File: config.mk
export PLATFORM = sky130hd
export DESIGN_NAME = rtm_monitor
export DESIGN_NICKNAME = d
export VERILOG_FILES = /design/src/include/rtm_pkg.sv /design/src/rtl/rtm_monitor.sv
export VERILOG_INCLUDE_DIRS = /design/src /design/src/include
export SDC_FILE = /design/constraint.sdc
export NUM_CORES = 1
export LEC_CHECK = 0
export BUFFER_PORTS_ARGS = -buffer_cell sky130_fd_sc_hd__buf_4
export CORE_MARGIN = 3
export CORE_UTILIZATION = 47
export DETAILED_ROUTE_END_ITERATION = 10
export PLACE_DENSITY_LB_ADDON = 0.1
export SETUP_SLACK_MARGIN = 0.1
export SKIP_CTS_REPAIR_TIMING = 1
export SYNTH_ARGS = -nofsm -noshare
export SYNTH_HDL_FRONTEND = slang
export SYNTH_SLANG_ARGS = --single-unit
File: constraint.sdc
create_clock -name i_clk -period 5 [get_ports i_clk]
set_input_delay 1.5 -clock i_clk [delete_from_list [all_inputs] [get_ports i_clk]]
set_output_delay 1.5 -clock i_clk [all_outputs]
set_load 0.005 [all_outputs]
File: src/include/rtm_defs.svh
// Register offsets, reset values, bit positions and timing figures of the temperature monitor.
`ifndef RTM_DEFS_SVH
`define RTM_DEFS_SVH
`define RTM_A_CTRL 8'h00
`define RTM_A_RATE 8'h04
`define RTM_A_ONESHOT 8'h08
`define RTM_A_OFFSET 8'h0c
`define RTM_A_CRIT 8'h10
`define RTM_A_OT 8'h14
`define RTM_A_HYST 8'h18
`define RTM_A_MASK 8'h1c
`define RTM_A_REMOTE 8'h20
`define RTM_A_LOCAL 8'h24
`define RTM_A_STATUS 8'h28
`define RTM_A_INT_ST 8'h2c
`define RTM_A_INT_CLR 8'h30
`define RTM_A_INT_EN 8'h34
`define RTM_RST_CTRL 6'h00
`define RTM_RST_RATE 8'h0f
`define RTM_RST_CRIT 8'h55
`define RTM_RST_OT 8'h46
`define RTM_RST_HYST 8'h0a
`define RTM_EV_CONV 0
`define RTM_EV_CRIT 1
`define RTM_EV_OT 2
`define RTM_MK_RCRIT 0
`define RTM_MK_LCRIT 1
`define RTM_MK_ROT 2
`define RTM_MK_LOT 3
`define RTM_FRAC_BITS 3
`define RTM_SYNC_FILL 2'h3
`define RTM_SGN_MIN 13'sh1c00
`define RTM_SGN_MAX 13'sh03ff
`define RTM_UNS_MAX 13'sh07ff
`define RTM_CLK_NS 25
`define RTM_TICK_NS 62500000
`define RTM_TOUT_NS 25000000
`define RTM_RESP_OKAY 2'h0
`define RTM_RESP_SLVERR 2'h2
`endif

File: src/include/rtm_pkg.sv
// Types shared by the temperature monitor design.
package rtm_pkg;
	typedef logic signed [12:0] rtm_temp_t;
	typedef struct packed {
		logic [1:0] filt_level;
		logic pin_is_overtemp;
		logic diode_model;
		logic unsigned_fmt;
		logic standby;
	} rtm_cfg_t;
	typedef enum logic {
		st_idle,
		st_conv
	} rtm_state_t;
endpackage : rtm_pkg

File: src/rtl/rtm_monitor.sv
// Conversion control, limit comparison, alert pins and AXI4-Lite registers of the monitor.
// Functional notes
// - Unmasked channel above limit asserts its output.
// - Output levels readable in the status register.
// - One shared hysteresis applies to every limit.
// - Standby stops conversions; one-shot write converts once.
// - Signed or unsigned reporting format.
// - Eleven-bit results for both channels.
// - Shared pin is three-level address input first.
// - Shared pin as overtemp output: open-drain, low.
// - Critical alert is open-drain active low.
// - Configurable filter on remote channel only.
// - Diode model bit selects remote characteristics.
// - Offset register corrects remote results.
// - Conversion interval set by rate register.
// - Bus timeout drops a half-delivered write.
//
// Chosen here: the placing of the registers and the AXI4-Lite register port.
`timescale 1ns/1ps
`include "rtm_defs.svh"
module rtm_monitor import rtm_pkg::*; #(
	parameter int TW = 12,
	parameter int TICK_CYC = `RTM_TICK_NS / `RTM_CLK_NS,
	parameter int TOUT_CYC = (`RTM_TOUT_NS + `RTM_CLK_NS - 1) / `RTM_CLK_NS
) (
	// Clock and reset
	input wire logic i_clk,
	input wire logic i_rst_b,
	// AXI4-Lite slave
	input wire logic [7:0] s_axi_awaddr,
	input wire logic s_axi_awvalid,
	output logic s_axi_awready,
	input wire logic [31:0] s_axi_wdata,
	input wire logic [3:0] s_axi_wstrb,
	input wire logic s_axi_wvalid,
	output logic s_axi_wready,
	output logic [1:0] s_axi_bresp,
	output logic s_axi_bvalid,
	input wire logic s_axi_bready,
	input wire logic [7:0] s_axi_araddr,
	input wire logic s_axi_arvalid,
	output logic s_axi_arready,
	output logic [31:0] s_axi_rdata,
	output logic [1:0] s_axi_rresp,
	output logic s_axi_rvalid,
	input wire logic s_axi_rready,
	// Analog front end
	output logic o_conv_start,
	output logic o_diode_model,
	input wire logic i_conv_done,
	input wire logic signed [TW-1:0] i_remote_raw,
	input wire logic signed [TW-1:0] i_local_raw,
	// Pins: shared pin input is the three-level comparator pair {above_high, above_low}
	input wire logic [1:0] i_overtemp_or_addr_pin,
	output logic o_overtemp_or_addr_pin,
	output logic o_overtemp_or_addr_pin_oe_b,
	output logic o_critical_alert_out,
	output logic o_critical_alert_out_oe_b,
	output logic [1:0] o_addr_select_in,
	// Interrupt
	output logic o_irq
);
	rtm_cfg_t cfg_r;
	rtm_state_t state_r;
	logic [7:0] rate_r, crit_lim_r, ot_lim_r, hyst_r, ivl_cnt_r;
	logic [10:0] off_r, rem_res_r, loc_res_r;
	logic [3:0] mask_r;
	logic [2:0] int_st_r, int_en_r, ev;
	logic crit_r, ot_r, crit_nxt, ot_nxt, conv_start_r, addr_done_r;
	rtm_temp_t rem_t_r, loc_t_r, filt_r, rem_corr;
	logic [$clog2(TICK_CYC)-1:0] tick_cnt_r;
	logic [$clog2(TOUT_CYC+1)-1:0] tout_cnt_r;
	logic [1:0] pin_s1_r, pin_s2_r, pin_s3_r, fill_r;
	logic aw_ok_r, w_ok_r, bvalid_r, rvalid_r, wr_go, wr_map;
	logic [7:0] aw_addr_r;
	logic [31:0] w_data_r, rd_mux, rdata_r, wv;
	logic [3:0] w_strb_r;
	logic [1:0] bresp_r, rresp_r;
	logic tick, interval_hit, oneshot_wr;

	function automatic logic is_mapped(input logic [7:0] a);
		return (a[1:0] == 2'h0) && (a <= `RTM_A_INT_EN);
	endfunction : is_mapped

	function automatic logic over_lim(input rtm_temp_t t, input logic [7:0] lim);
		return t > $signed({2'h0, lim, 3'h0});
	endfunction : over_lim

	function automatic logic below_hyst(input rtm_temp_t t, input logic [7:0] lim,
		input logic [7:0] h);
		return t < ($signed({2'h0, lim, 3'h0}) - $signed({2'h0, h, 3'h0}));
	endfunction : below_hyst

	function automatic logic [10:0] to_fmt(input rtm_temp_t t, input logic uns);
		if (uns) begin
			if (t < 0) return 11'h000;
			if (t > `RTM_UNS_MAX) return 11'h7ff;
		end else begin
			if (t < `RTM_SGN_MIN) return 11'h400;
			if (t > `RTM_SGN_MAX) return 11'h3ff;
		end
		return t[10:0];
	endfunction : to_fmt

	// Shared pin: three flip-flops, value taken once stages two and three agree.
	always_ff @(posedge i_clk or negedge i_rst_b) begin
		if (!i_rst_b) begin
			pin_s1_r <= 2'h0;
			pin_s2_r <= 2'h0;
			pin_s3_r <= 2'h0;
		end else begin
			pin_s1_r <= i_overtemp_or_addr_pin;
			pin_s2_r <= pin_s1_r;
			pin_s3_r <= pin_s2_r;
		end
	end

	always_ff @(posedge i_clk or negedge i_rst_b) begin
		if (!i_rst_b) begin
			addr_done_r <= 1'b0;
			fill_r <= 2'h0;
			o_addr_select_in <= 2'h0;
		end else if (fill_r != `RTM_SYNC_FILL) begin
			// The reset zeros in the stages agree too, so wait until the pin has filled them.
			fill_r <= fill_r + 2'h1;
		end else if (!addr_done_r && pin_s2_r == pin_s3_r) begin
			addr_done_r <= 1'b1;
			o_addr_select_in <= pin_s3_r[1] ? 2'h2 : (pin_s3_r[0] ? 2'h1 : 2'h0);
		end
	end

	// Conversion timebase: one tick per sixteenth of a second, interval of rate+1 ticks.
	assign tick = tick_cnt_r == ($clog2(TICK_CYC))'(TICK_CYC - 1);
	assign interval_hit = tick && ivl_cnt_r >= rate_r;
	assign oneshot_wr = wr_go && wr_map && aw_addr_r == `RTM_A_ONESHOT;

	always_ff @(posedge i_clk or negedge i_rst_b) begin
		if (!i_rst_b) begin
			tick_cnt_r <= '0;
			ivl_cnt_r <= 8'h00;
		end else begin
			tick_cnt_r <= tick ? '0 : tick_cnt_r + 1'b1;
			if (interval_hit) ivl_cnt_r <= 8'h00;
			else if (tick) ivl_cnt_r <= ivl_cnt_r + 8'h01;
		end
	end

	always_ff @(posedge i_clk or negedge i_rst_b) begin
		if (!i_rst_b) begin
			state_r <= st_idle;
			conv_start_r <= 1'b0;
		end else begin
			conv_start_r <= 1'b0;
			case (state_r)
				st_idle: begin
					if ((!cfg_r.standby && interval_hit) || (cfg_r.standby && oneshot_wr)) begin
						conv_start_r <= 1'b1;
						state_r <= st_conv;
					end
				end
				st_conv: begin
					if (i_conv_done) state_r <= st_idle;
				end
				default: state_r <= st_idle;
			endcase
		end
	end

	assign o_conv_start = conv_start_r;
	assign o_diode_model = cfg_r.diode_model;

	// Offset then filter on the remote path; the local path is taken as is.
	assign rem_corr = rtm_temp_t'(i_remote_raw) + rtm_temp_t'($signed(off_r));

	always_ff @(posedge i_clk or negedge i_rst_b) begin
		if (!i_rst_b) begin
			filt_r <= '0;
			rem_t_r <= '0;
			loc_t_r <= '0;
			rem_res_r <= 11'h000;
			loc_res_r <= 11'h000;
		end else if (state_r == st_conv && i_conv_done) begin
			filt_r <= rtm_temp_t'(filt_r + ((rem_corr - filt_r) >>> cfg_r.filt_level));
			rem_t_r <= rtm_temp_t'(filt_r + ((rem_corr - filt_r) >>> cfg_r.filt_level));
			loc_t_r <= rtm_temp_t'(i_local_raw);
			rem_res_r <= to_fmt(rtm_temp_t'(filt_r + ((rem_corr - filt_r) >>> cfg_r.filt_level)),
				cfg_r.unsigned_fmt);
			loc_res_r <= to_fmt(rtm_temp_t'(i_local_raw), cfg_r.unsigned_fmt);
		end
	end

	// Alert comparison with shared hysteresis on release.
	always_comb begin
		crit_nxt = (!mask_r[`RTM_MK_RCRIT] && over_lim(rem_t_r, crit_lim_r)) ||
			(!mask_r[`RTM_MK_LCRIT] && over_lim(loc_t_r, crit_lim_r));
		if (crit_r) crit_nxt = !((mask_r[`RTM_MK_RCRIT] || below_hyst(rem_t_r, crit_lim_r, hyst_r)) &&
			(mask_r[`RTM_MK_LCRIT] || below_hyst(loc_t_r, crit_lim_r, hyst_r)));
		ot_nxt = (!mask_r[`RTM_MK_ROT] && over_lim(rem_t_r, ot_lim_r)) ||
			(!mask_r[`RTM_MK_LOT] && over_lim(loc_t_r, ot_lim_r));
		if (ot_r) ot_nxt = !((mask_r[`RTM_MK_ROT] || below_hyst(rem_t_r, ot_lim_r, hyst_r)) &&
			(mask_r[`RTM_MK_LOT] || below_hyst(loc_t_r, ot_lim_r, hyst_r)));
	end

	always_ff @(posedge i_clk or negedge i_rst_b) begin
		if (!i_rst_b) begin
			crit_r <= 1'b0;
			ot_r <= 1'b0;
		end else begin
			crit_r <= crit_nxt;
			ot_r <= ot_nxt;
		end
	end

	assign o_critical_alert_out = 1'b0;
	assign o_critical_alert_out_oe_b = !crit_r;
	assign o_overtemp_or_addr_pin = 1'b0;
	assign o_overtemp_or_addr_pin_oe_b = !(cfg_r.pin_is_overtemp && ot_r);

	// Interrupt status: a new event wins over a clear in the same cycle.
	assign ev = {ot_nxt && !ot_r, crit_nxt && !crit_r, state_r == st_conv && i_conv_done};

	always_ff @(posedge i_clk or negedge i_rst_b) begin
		if (!i_rst_b) int_st_r <= 3'h0;
		else if (wr_go && wr_map && aw_addr_r == `RTM_A_INT_CLR) int_st_r <= (int_st_r & ~wv[2:0]) | ev;
		else int_st_r <= int_st_r | ev;
	end

	assign o_irq = |(int_st_r & int_en_r);

	// AXI4-Lite write path; address and data are taken in either order.
	assign s_axi_awready = !aw_ok_r && !bvalid_r;
	assign s_axi_wready = !w_ok_r && !bvalid_r;
	assign wr_go = aw_ok_r && w_ok_r && !bvalid_r;
	assign wr_map = is_mapped(aw_addr_r);
	assign wv = {w_strb_r[3] ? w_data_r[31:24] : 8'h00, w_strb_r[2] ? w_data_r[23:16] : 8'h00,
		w_strb_r[1] ? w_data_r[15:8] : 8'h00, w_strb_r[0] ? w_data_r[7:0] : 8'h00};

	always_ff @(posedge i_clk or negedge i_rst_b) begin
		if (!i_rst_b) begin
			aw_ok_r <= 1'b0;
			w_ok_r <= 1'b0;
			aw_addr_r <= 8'h00;
			w_data_r <= 32'h0;
			w_strb_r <= 4'h0;
			bvalid_r <= 1'b0;
			bresp_r <= `RTM_RESP_OKAY;
			tout_cnt_r <= '0;
		end else begin
			if (s_axi_awvalid && s_axi_awready) begin
				aw_ok_r <= 1'b1;
				aw_addr_r <= s_axi_awaddr;
			end
			if (s_axi_wvalid && s_axi_wready) begin
				w_ok_r <= 1'b1;
				w_data_r <= s_axi_wdata;
				w_strb_r <= s_axi_wstrb;
			end
			if (wr_go) begin
				aw_ok_r <= 1'b0;
				w_ok_r <= 1'b0;
				bvalid_r <= 1'b1;
				bresp_r <= wr_map ? `RTM_RESP_OKAY : `RTM_RESP_SLVERR;
			end else if (bvalid_r && s_axi_bready) begin
				bvalid_r <= 1'b0;
			end
			// A half-delivered write is dropped after the bus timeout.
			if (aw_ok_r ^ w_ok_r) begin
				tout_cnt_r <= tout_cnt_r + 1'b1;
				if (tout_cnt_r == ($clog2(TOUT_CYC+1))'(TOUT_CYC - 1)) begin
					aw_ok_r <= 1'b0;
					w_ok_r <= 1'b0;
					tout_cnt_r <= '0;
				end
			end else begin
				tout_cnt_r <= '0;
			end
		end
	end

	always_ff @(posedge i_clk or negedge i_rst_b) begin
		if (!i_rst_b) begin
			cfg_r <= `RTM_RST_CTRL;
			rate_r <= `RTM_RST_RATE;
			off_r <= 11'h000;
			crit_lim_r <= `RTM_RST_CRIT;
			ot_lim_r <= `RTM_RST_OT;
			hyst_r <= `RTM_RST_HYST;
			mask_r <= 4'h0;
			int_en_r <= 3'h0;
		end else if (wr_go && wr_map) begin
			case (aw_addr_r)
				`RTM_A_CTRL: cfg_r <= wv[5:0];
				`RTM_A_RATE: rate_r <= wv[7:0];
				`RTM_A_OFFSET: off_r <= wv[10:0];
				`RTM_A_CRIT: crit_lim_r <= wv[7:0];
				`RTM_A_OT: ot_lim_r <= wv[7:0];
				`RTM_A_HYST: hyst_r <= wv[7:0];
				`RTM_A_MASK: mask_r <= wv[3:0];
				`RTM_A_INT_EN: int_en_r <= wv[2:0];
				default: ;
			endcase
		end
	end

	assign s_axi_bvalid = bvalid_r;
	assign s_axi_bresp = bresp_r;

	// AXI4-Lite read path.
	always_comb begin
		rd_mux = 32'h0;
		case (s_axi_araddr)
			`RTM_A_CTRL: rd_mux = {26'h0, cfg_r};
			`RTM_A_RATE: rd_mux = {24'h0, rate_r};
			`RTM_A_OFFSET: rd_mux = {21'h0, off_r};
			`RTM_A_CRIT: rd_mux = {24'h0, crit_lim_r};
			`RTM_A_OT: rd_mux = {24'h0, ot_lim_r};
			`RTM_A_HYST: rd_mux = {24'h0, hyst_r};
			`RTM_A_MASK: rd_mux = {28'h0, mask_r};
			`RTM_A_REMOTE: rd_mux = {21'h0, rem_res_r};
			`RTM_A_LOCAL: rd_mux = {21'h0, loc_res_r};
			`RTM_A_STATUS: rd_mux = {29'h0, state_r == st_conv, ot_r, crit_r};
			`RTM_A_INT_ST: rd_mux = {29'h0, int_st_r};
			`RTM_A_INT_EN: rd_mux = {29'h0, int_en_r};
			default: rd_mux = 32'h0;
		endcase
	end

	assign s_axi_arready = !rvalid_r;

	always_ff @(posedge i_clk or negedge i_rst_b) begin
		if (!i_rst_b) begin
			rvalid_r <= 1'b0;
			rdata_r <= 32'h0;
			rresp_r <= `RTM_RESP_OKAY;
		end else if (s_axi_arvalid && s_axi_arready) begin
			rvalid_r <= 1'b1;
			rdata_r <= rd_mux;
			rresp_r <= is_mapped(s_axi_araddr) ? `RTM_RESP_OKAY : `RTM_RESP_SLVERR;
		end else if (rvalid_r && s_axi_rready) begin
			rvalid_r <= 1'b0;
		end
	end

	assign s_axi_rvalid = rvalid_r;
	assign s_axi_rdata = rdata_r;
	assign s_axi_rresp = rresp_r;

	property p_crit_set;
		@(posedge i_clk) disable iff (!i_rst_b)
		(!mask_r[`RTM_MK_RCRIT] && over_lim(rem_t_r, crit_lim_r)) |=> !o_critical_alert_out_oe_b;
	endproperty
	a_crit_set: assert property (p_crit_set) else $error("critical alert not driven");

	property p_crit_hold;
		@(posedge i_clk) disable iff (!i_rst_b)
		(crit_r && !mask_r[`RTM_MK_LCRIT] && !below_hyst(loc_t_r, crit_lim_r, hyst_r)) |=> crit_r;
	endproperty
	a_crit_hold: assert property (p_crit_hold) else $error("alert released early");

	property p_ot_hyst;
		@(posedge i_clk) disable iff (!i_rst_b)
		$fell(ot_r) |-> (mask_r[`RTM_MK_ROT] ||
			below_hyst($past(rem_t_r), $past(ot_lim_r), $past(hyst_r)));
	endproperty
	a_ot_hyst: assert property (p_ot_hyst) else $error("overtemp cleared above hysteresis");

	property p_status;
		@(posedge i_clk) disable iff (!i_rst_b)
		(s_axi_arvalid && s_axi_arready && s_axi_araddr == `RTM_A_STATUS) |=>
			(s_axi_rvalid && s_axi_rdata[1:0] == $past({ot_r, crit_r}));
	endproperty
	a_status: assert property (p_status) else $error("status does not show alert levels");

	property p_oneshot;
		@(posedge i_clk) disable iff (!i_rst_b)
		(cfg_r.standby && oneshot_wr && state_r == st_idle) |=> o_conv_start ##1 !o_conv_start;
	endproperty
	a_oneshot: assert property (p_oneshot) else $error("one-shot did not convert once");

	property p_standby;
		@(posedge i_clk) disable iff (!i_rst_b)
		(cfg_r.standby && !oneshot_wr) |=> !o_conv_start;
	endproperty
	a_standby: assert property (p_standby) else $error("conversion started in standby");

	property p_pin_input;
		@(posedge i_clk) disable iff (!i_rst_b)
		!cfg_r.pin_is_overtemp |-> o_overtemp_or_addr_pin_oe_b;
	endproperty
	a_pin_input: assert property (p_pin_input) else $error("shared pin driven as input");

	property p_ot_pin;
		@(posedge i_clk) disable iff (!i_rst_b)
		(cfg_r.pin_is_overtemp && ot_r) |-> (!o_overtemp_or_addr_pin_oe_b && !o_overtemp_or_addr_pin);
	endproperty
	a_ot_pin: assert property (p_ot_pin) else $error("overtemp pin not pulled low");

	property p_uns_fmt;
		@(posedge i_clk) disable iff (!i_rst_b)
		(state_r == st_conv && i_conv_done && cfg_r.unsigned_fmt && i_local_raw < 0)
			|=> loc_res_r == 11'h000;
	endproperty
	a_uns_fmt: assert property (p_uns_fmt) else $error("unsigned format below zero");

endmodule : rtm_monitor

### Word-level counts from Yosys, hierarchy flattened

Cells that the tools add are included.

| cells by class | value |
|---|---|
| add/subtract/negate cells | 9 |
| magnitude comparators | 19 |
| equality and inequality tests | 24 |
| shift-type cells | 1 |
| multiplexer cells | 71 |
| bitwise operators | 8 |
| reduce and logical (&&, ||, !) cells | 67 |

Operator list:

| operator | count |
|---|---|
| 2-to-1 mux 11 bit | 16 |
| one-hot mux 11 bit (12 select lines) | 1 |
| equality test 8 x 5 -> 1 bit (second input constant) | 8 |
| equality test 8 x 6 -> 1 bit (second input constant) | 7 |
| 2-to-1 mux 1 bit | 42 |
| 2-to-1 mux 20 bit | 2 |
| logical AND 1 bit | 28 |
| greater-than comparator 13 x 12 -> 1 bit | 2 |
| < comparator 13 x 12 -> 1 bit | 2 |
| equality test 8 x 4 -> 1 bit (second input constant) | 3 |
| greater-than comparator 12 bit | 2 |
| < comparator 12 bit | 2 |
| 2-to-1 mux 8 bit | 3 |
| subtractor 11 x 11 -> 12 bit | 2 |
| adder 22 x 1 -> 22 bit (second input constant) | 1 |
| equality test 22 bit (second input constant) | 1 |
| 2-to-1 mux 22 bit | 1 |
| adder 20 x 1 -> 20 bit (second input constant) | 1 |
| equality test 20 bit (second input constant) | 1 |
| AND reduction 2 bit | 9 |
| equality test 8 x 3 -> 1 bit (second input constant) | 2 |
| less-or-equal comparator 8 x 6 -> 1 bit (second input constant) | 2 |
| logical NOT 8 bit | 2 |
| logical NOT 1 bit | 15 |
| other kinds (29) | 44 |

| word-level totals | value |
|---|---|
| bits in registers | 232 |
| output and inout port bits | 50 |
| logic and storage cells | 239 |

### Depth between registers and ports, before layout

| logic depth | value |
|---|---|
| depth after elaboration | 12 |
| gate-level depth with buffers | 22 |
| depth with buffers taken out | 22 |

### Worst setup path before layout

OpenSTA, ideal clock, no wires.

| timing path | value |
|---|---|
| path kind | input to register |
| from | input port i_remote_raw[1] |
| to | register rem_res_r[8] |
| setup time | 96 ps |
| data arrival time | 5678 ps |
| path slack | -773 ps |
| cell stages on the path | 21 |
| buffers on the path | 0 |
| cells stage by stage | inv_1 fa_1 inv_1 ha_1 a21o_1 a21o_1 a2111oi_0 o21bai_1 xor2_1 nand2_1 nand3b_1 a21boi_0 ha_1 o21a_1 o21ai_0 o31ai_2 o31ai_2 xor2_2 xnor2_4 o21ai_2 a311oi_2 |

| on the way | value |
|---|---|
| cells in the longest elaborated chain, start to end | 12 |
| elaborated cells between the ends (all ways) | 26 |
| classes of those cells | 3 x add/sub; 4 x order compare; 1 x shift; 18 x mux |

Ends and longest elaborated chain:

| element | line | text |
|---|---|---|
| from (decl) | rtm_monitor.sv:51 | `input wire logic signed [TW-1:0] i_remote_raw,` |
| adder 12 x 11 -> 13 bit (*) | rtm_monitor.sv:173 | `assign rem_corr = rtm_temp_t'(i_remote_raw) + rtm_temp_t'($signed(off_r));` |
| subtractor 13 bit (*) | rtm_monitor.sv:186 | `rem_res_r <= to_fmt(rtm_temp_t'(filt_r + ((rem_corr - filt_r) >>> cfg_r.filt_level)),` |
| >>> shifter 13 x 2 -> 13 bit (*) | rtm_monitor.sv:186 |  |
| adder 13 bit (*) | rtm_monitor.sv:186 |  |
| < comparator 13 x 11 -> 1 bit (no source line) / < comparator 13 x 1 -> 1 bit (equally long branches) | - |  |
| 2-to-1 mux 1 bit (on tied branches) | rtm_monitor.sv:99, rtm_monitor.sv:96 |  |
| 2-to-1 mux 1 bit | rtm_monitor.sv:95 | `if (uns) begin` |
| 2-to-1 mux 1 bit | rtm_monitor.sv:182 | `end else if (state_r == st_conv && i_conv_done) begin` |
| 2-to-1 mux 1 bit (on tied branches) | rtm_monitor.sv:100, rtm_monitor.sv:97 |  |
| 2-to-1 mux 1 bit | rtm_monitor.sv:95 |  |
| 2-to-1 mux 1 bit | rtm_monitor.sv:182 |  |
| 2-to-1 mux 11 bit (*) | rtm_monitor.sv:102 | `return t[10:0];` |
| to (signal assigned) | rtm_monitor.sv:186 |  |
| to (decl) | rtm_monitor.sv:66 | `logic [10:0] off_r, rem_res_r, loc_res_r;` |

Mark *: on every way between the ends. The rest lies on a longest branch, timed or not. The select of a mux whose other input is x is not followed.
A chain may end at the register's enable or synchronous reset.

### Worst setup path in the final report

| timing path | value |
|---|---|
| from | input port i_remote_raw[1] |
| to | register rem_res_r[5] |

Same word-level chain as after synthesis.

==> metrics.md <==
| Metric | Value |
|---|---|
| Fmax | 187 MHz |
| Lkg Pwr | 7.24 nW |
| DPL Wire Length | 29100 um |
| Most numerous cell in the Yosys netlist | nand2_1 |
| Crit-path cells | buf_6, inv_2, fa_1, inv_2, ha_4, a21o_1, a21o_4, a211oi_4, o211ai_1, a21oi_1, xnor2_1, mux2i_1, a21boi_1, ha_1, o21a_1, o21ai_2, o31ai_2, o31ai_2, xor2_2, xnor2_4, nor3b_4, buf_6, a311oi_1 |
| Slowest stage delay, CP | 0.48 ns |
| Yosys cell types | 71 |
| Largest net degree at the start of global routing | 107 |
| Worst skew pair latency | 0.53 ns |
| Setup crit end kind | register |
| N_diodes | 0 |
| DP Area | 15100 um^2 |
| Synthesized area | 13500 um^2 |
| Die outline area | 30800 um^2 |
| Fin util | 0.571 |
| Synth top cells by count | nand2_1, dfrtp_1, o21ai_0 |
| Final slew viol count | 0 |
| Maxcap violations | 0 |
| Drt first pass iters | 5 |
| I/O pin total | 136 |
| Violated checks | negative setup slack |
| Final Critical Period | 5.35 ns |
| Fin. Hold Viols | 0 |
| DRT Wirelength | 37200 um |
| CP max FO | 7 |
| Sequential area share after synthesis | 0.388 |
| Worst Path Arrival | 5.78 ns |
| Syn Area/Cell | 9.10 um^2 |
| CTS H-tree depth | 1 |
| Die Ht | 176 um |
| Sequential cell area | 5250 um^2 |
| Final setup vio count | 12 |
| Root Buffer | clkbuf_16 |
| Post-synth top area cell | dfrtp_1 |
| Die X | 176 um |
| Via Count | 11100 |
| Area of the multi-input gates | 7810 um^2 |
| Cell area after layout | 16000 um^2 |
| Core area | 28100 um^2 |
| Max Clock Skew | 0.00755 ns |
| Slew HR | 0.288 |
| CTS buffer count | 23 |
| Worst path slowest cell | fa_1 |
| Starting Density | 0.481 |
| Setup WS post-layout | -0.352 ns |
| CP Data Required Time | 5.43 ns |
| Critical path class | primary input to register |
| Outcome | complete, but fails checks |
| Worst hold path class | register to register |
| FP Rows | 61 |
| Buffers on Ports | 87 |
| Clock slew at reported path FFs | 0.06 ns |
| Number of synthesized flops with an enable pin | 0 |
| Routed Antenna Nets | 0 |
| Final net count | 1859 |
| Peak VDD IR | 0.324 mV |
| Top FF cell, synth | dfrtp_1 |
| Critical Path Source Type | primary input |
| Total GRT Usage | 0.239 |
| Vias per cell | 5.46 |
| Fraction of layout cells with a size suffix above 1 | 0.182 |
| Synthesis Warnings | 0 |
| Yosys reg bits | 209 |
| Pre-CTS setup slack | -1.02 ns |
| Clk sinks | 209 |
| CTS tree | built |
| GRT Residual Overflow | 0 |
| Yosys top cell area share | 0.363 |
| Vias in the first global route | 10800 |
| DRC viols | 0 |
| Final hold slack | 0.347 ns |
| Unrepaired setup endpoints after global routing | true |
| Routability cong. | 0.890 |
| Maximum clock path buffer count | 3 |
| First DRT Iteration DRCs | 592 |
| Top post-synthesis cells by area | dfrtp_1, ha_1, o21ai_0 |
| Antenna violations before repair | 1 |
| Worst-Margin Slew | 1.07 ns |
| Total design power | 0.00540 W |
| Power density cells | 337 nW/um^2 |
| Drt wl/cell | 18.3 um |
| Async set-reset flop share out of synthesis | 1.00 |
| Fillcell total | 2613 |
| Fin crit share | 1.07 |
| Area grow syn2layout | 18.7% |
| First-pass GRT wire length | 58600 um |
| Post-Syn Instances | 1485 |
-- per-layer routing --
metal	global-route usage	share of wire	wire [um]
met4	0.0558	0.024	900
met2	0.388	0.46	17200
met3	0.0357	0.052	1950
met5	0	0.00030	11
met1	0.341	0.46	17200
-- critical path, delay by kind of cell --
family | cells | cell delay (ns)
compound gates | 11 | 2.16
xor+xnor | 3 | 0.61
fa+ha+maj | 3 | 0.97
buf+inv | 4 | 0.33
mux | 1 | 0.13
simple gates | 1 | 0.07
-- registers in the layout, summed over array words and instances (netlist names), 4 cells and up --
name,cells
filt_r,13
loc_res_r,11
cfg_r,5
s_axi_rdata,11
hyst_r,8
ivl_cnt_r,8
off_r,11
rate_r,8
rem_res_r,11
aw_addr_r,8
loc_t_r,12
mask_r,4
ot_lim_r,8
tout_cnt_r,20
w_data_r,11
tick_cnt_r,22
crit_lim_r,8
-- report_power, final --
part	total (W)	switching [W]	internal, W
Clock	0.00176	0.000716	0.00104
Sequential	0.00204	0.000176	0.00186
Combinational	0.00161	0.000877	0.000737
Total	0.00540	0.00177	0.00364
-- layout by cell type, fill, tap and decap left out, types with 10 or more instances in the layout --
master,synthesis,layout
ha_1,123,116
o21a_1,21,21
mux2_2,26,25
a22oi_1,11,11
mux2i_1,20,20
dfstp_2,13,13
a21oi_1,62,58
xnor2_1,42,42
conb_1,1,25
dfrtp_1,196,196
or3_1,11,11
o21ai_0,168,165
buf_4,25,167
maj3_1,10,10
nand4_1,24,24
nand3_1,39,39
nor2_1,94,93
clkbuf_16,0,23
nand2b_1,23,23
inv_1,112,107
xor2_1,28,26
nor3_1,16,15
nand2_1,199,197
fa_1,15,14
nor2b_1,15,14
a21o_1,13,12
-- path summary, 6_finish.rpt --
kind	cells past startpoint	to	start	slack, ns
setup / recovery	23	rem_res_r[5]	i_remote_raw[1]	-0.35
hold / removal	0	pin_s2_r[0]	pin_s1_r[0]	0.35
setup reg to reg	22	rem_res_r[5]	off_r[1]	0.17
hold reg to reg	0	pin_s2_r[0]	pin_s1_r[0]	0.35
max in group asynchronous	2	w_data_r[5]	i_rst_b	2.97
min in group asynchronous	1	loc_t_r[3]	i_rst_b	0.97
-- per-stage QoR --
stage / TNS (ns) / std cells
floorplan: -5.58 / 1509
global placement: -13.43 / 1987
detailed placement: -14.04 / 1987
CTS: -5.32 / 2028
global route: -7.10 / 2029
finish: -3.79 / 2029
-- kinds of logic (layout without fill, tap and decap cells) --
kind of cell / count (synthesis) / after routing / share of synthesized area
simple gates: 465 / 465 / 0.160
xor+xnor: 73 / 73 / 0.0506
mux: 46 / 46 / 0.0365
buf+inv: 183 / 325 / 0.0579
fa+ha+maj: 148 / 148 / 0.144
flops: 209 / 209 / 0.388
other cells: 1 / 25 / 0.000277
compound gates: 360 / 360 / 0.163
-- area by class of cell --
cell class                      instances  area share
Multi-Input combinational cell       1117       0.487
Sequential cell                       209       0.327
Timing Repair Buffer                  172      0.0819
Clock buffer                           31      0.0390
Tap cell                              378      0.0295
Inverter                              112      0.0268
Clock inverter                         10     0.00897
Power figures use the tool's default switching activity.
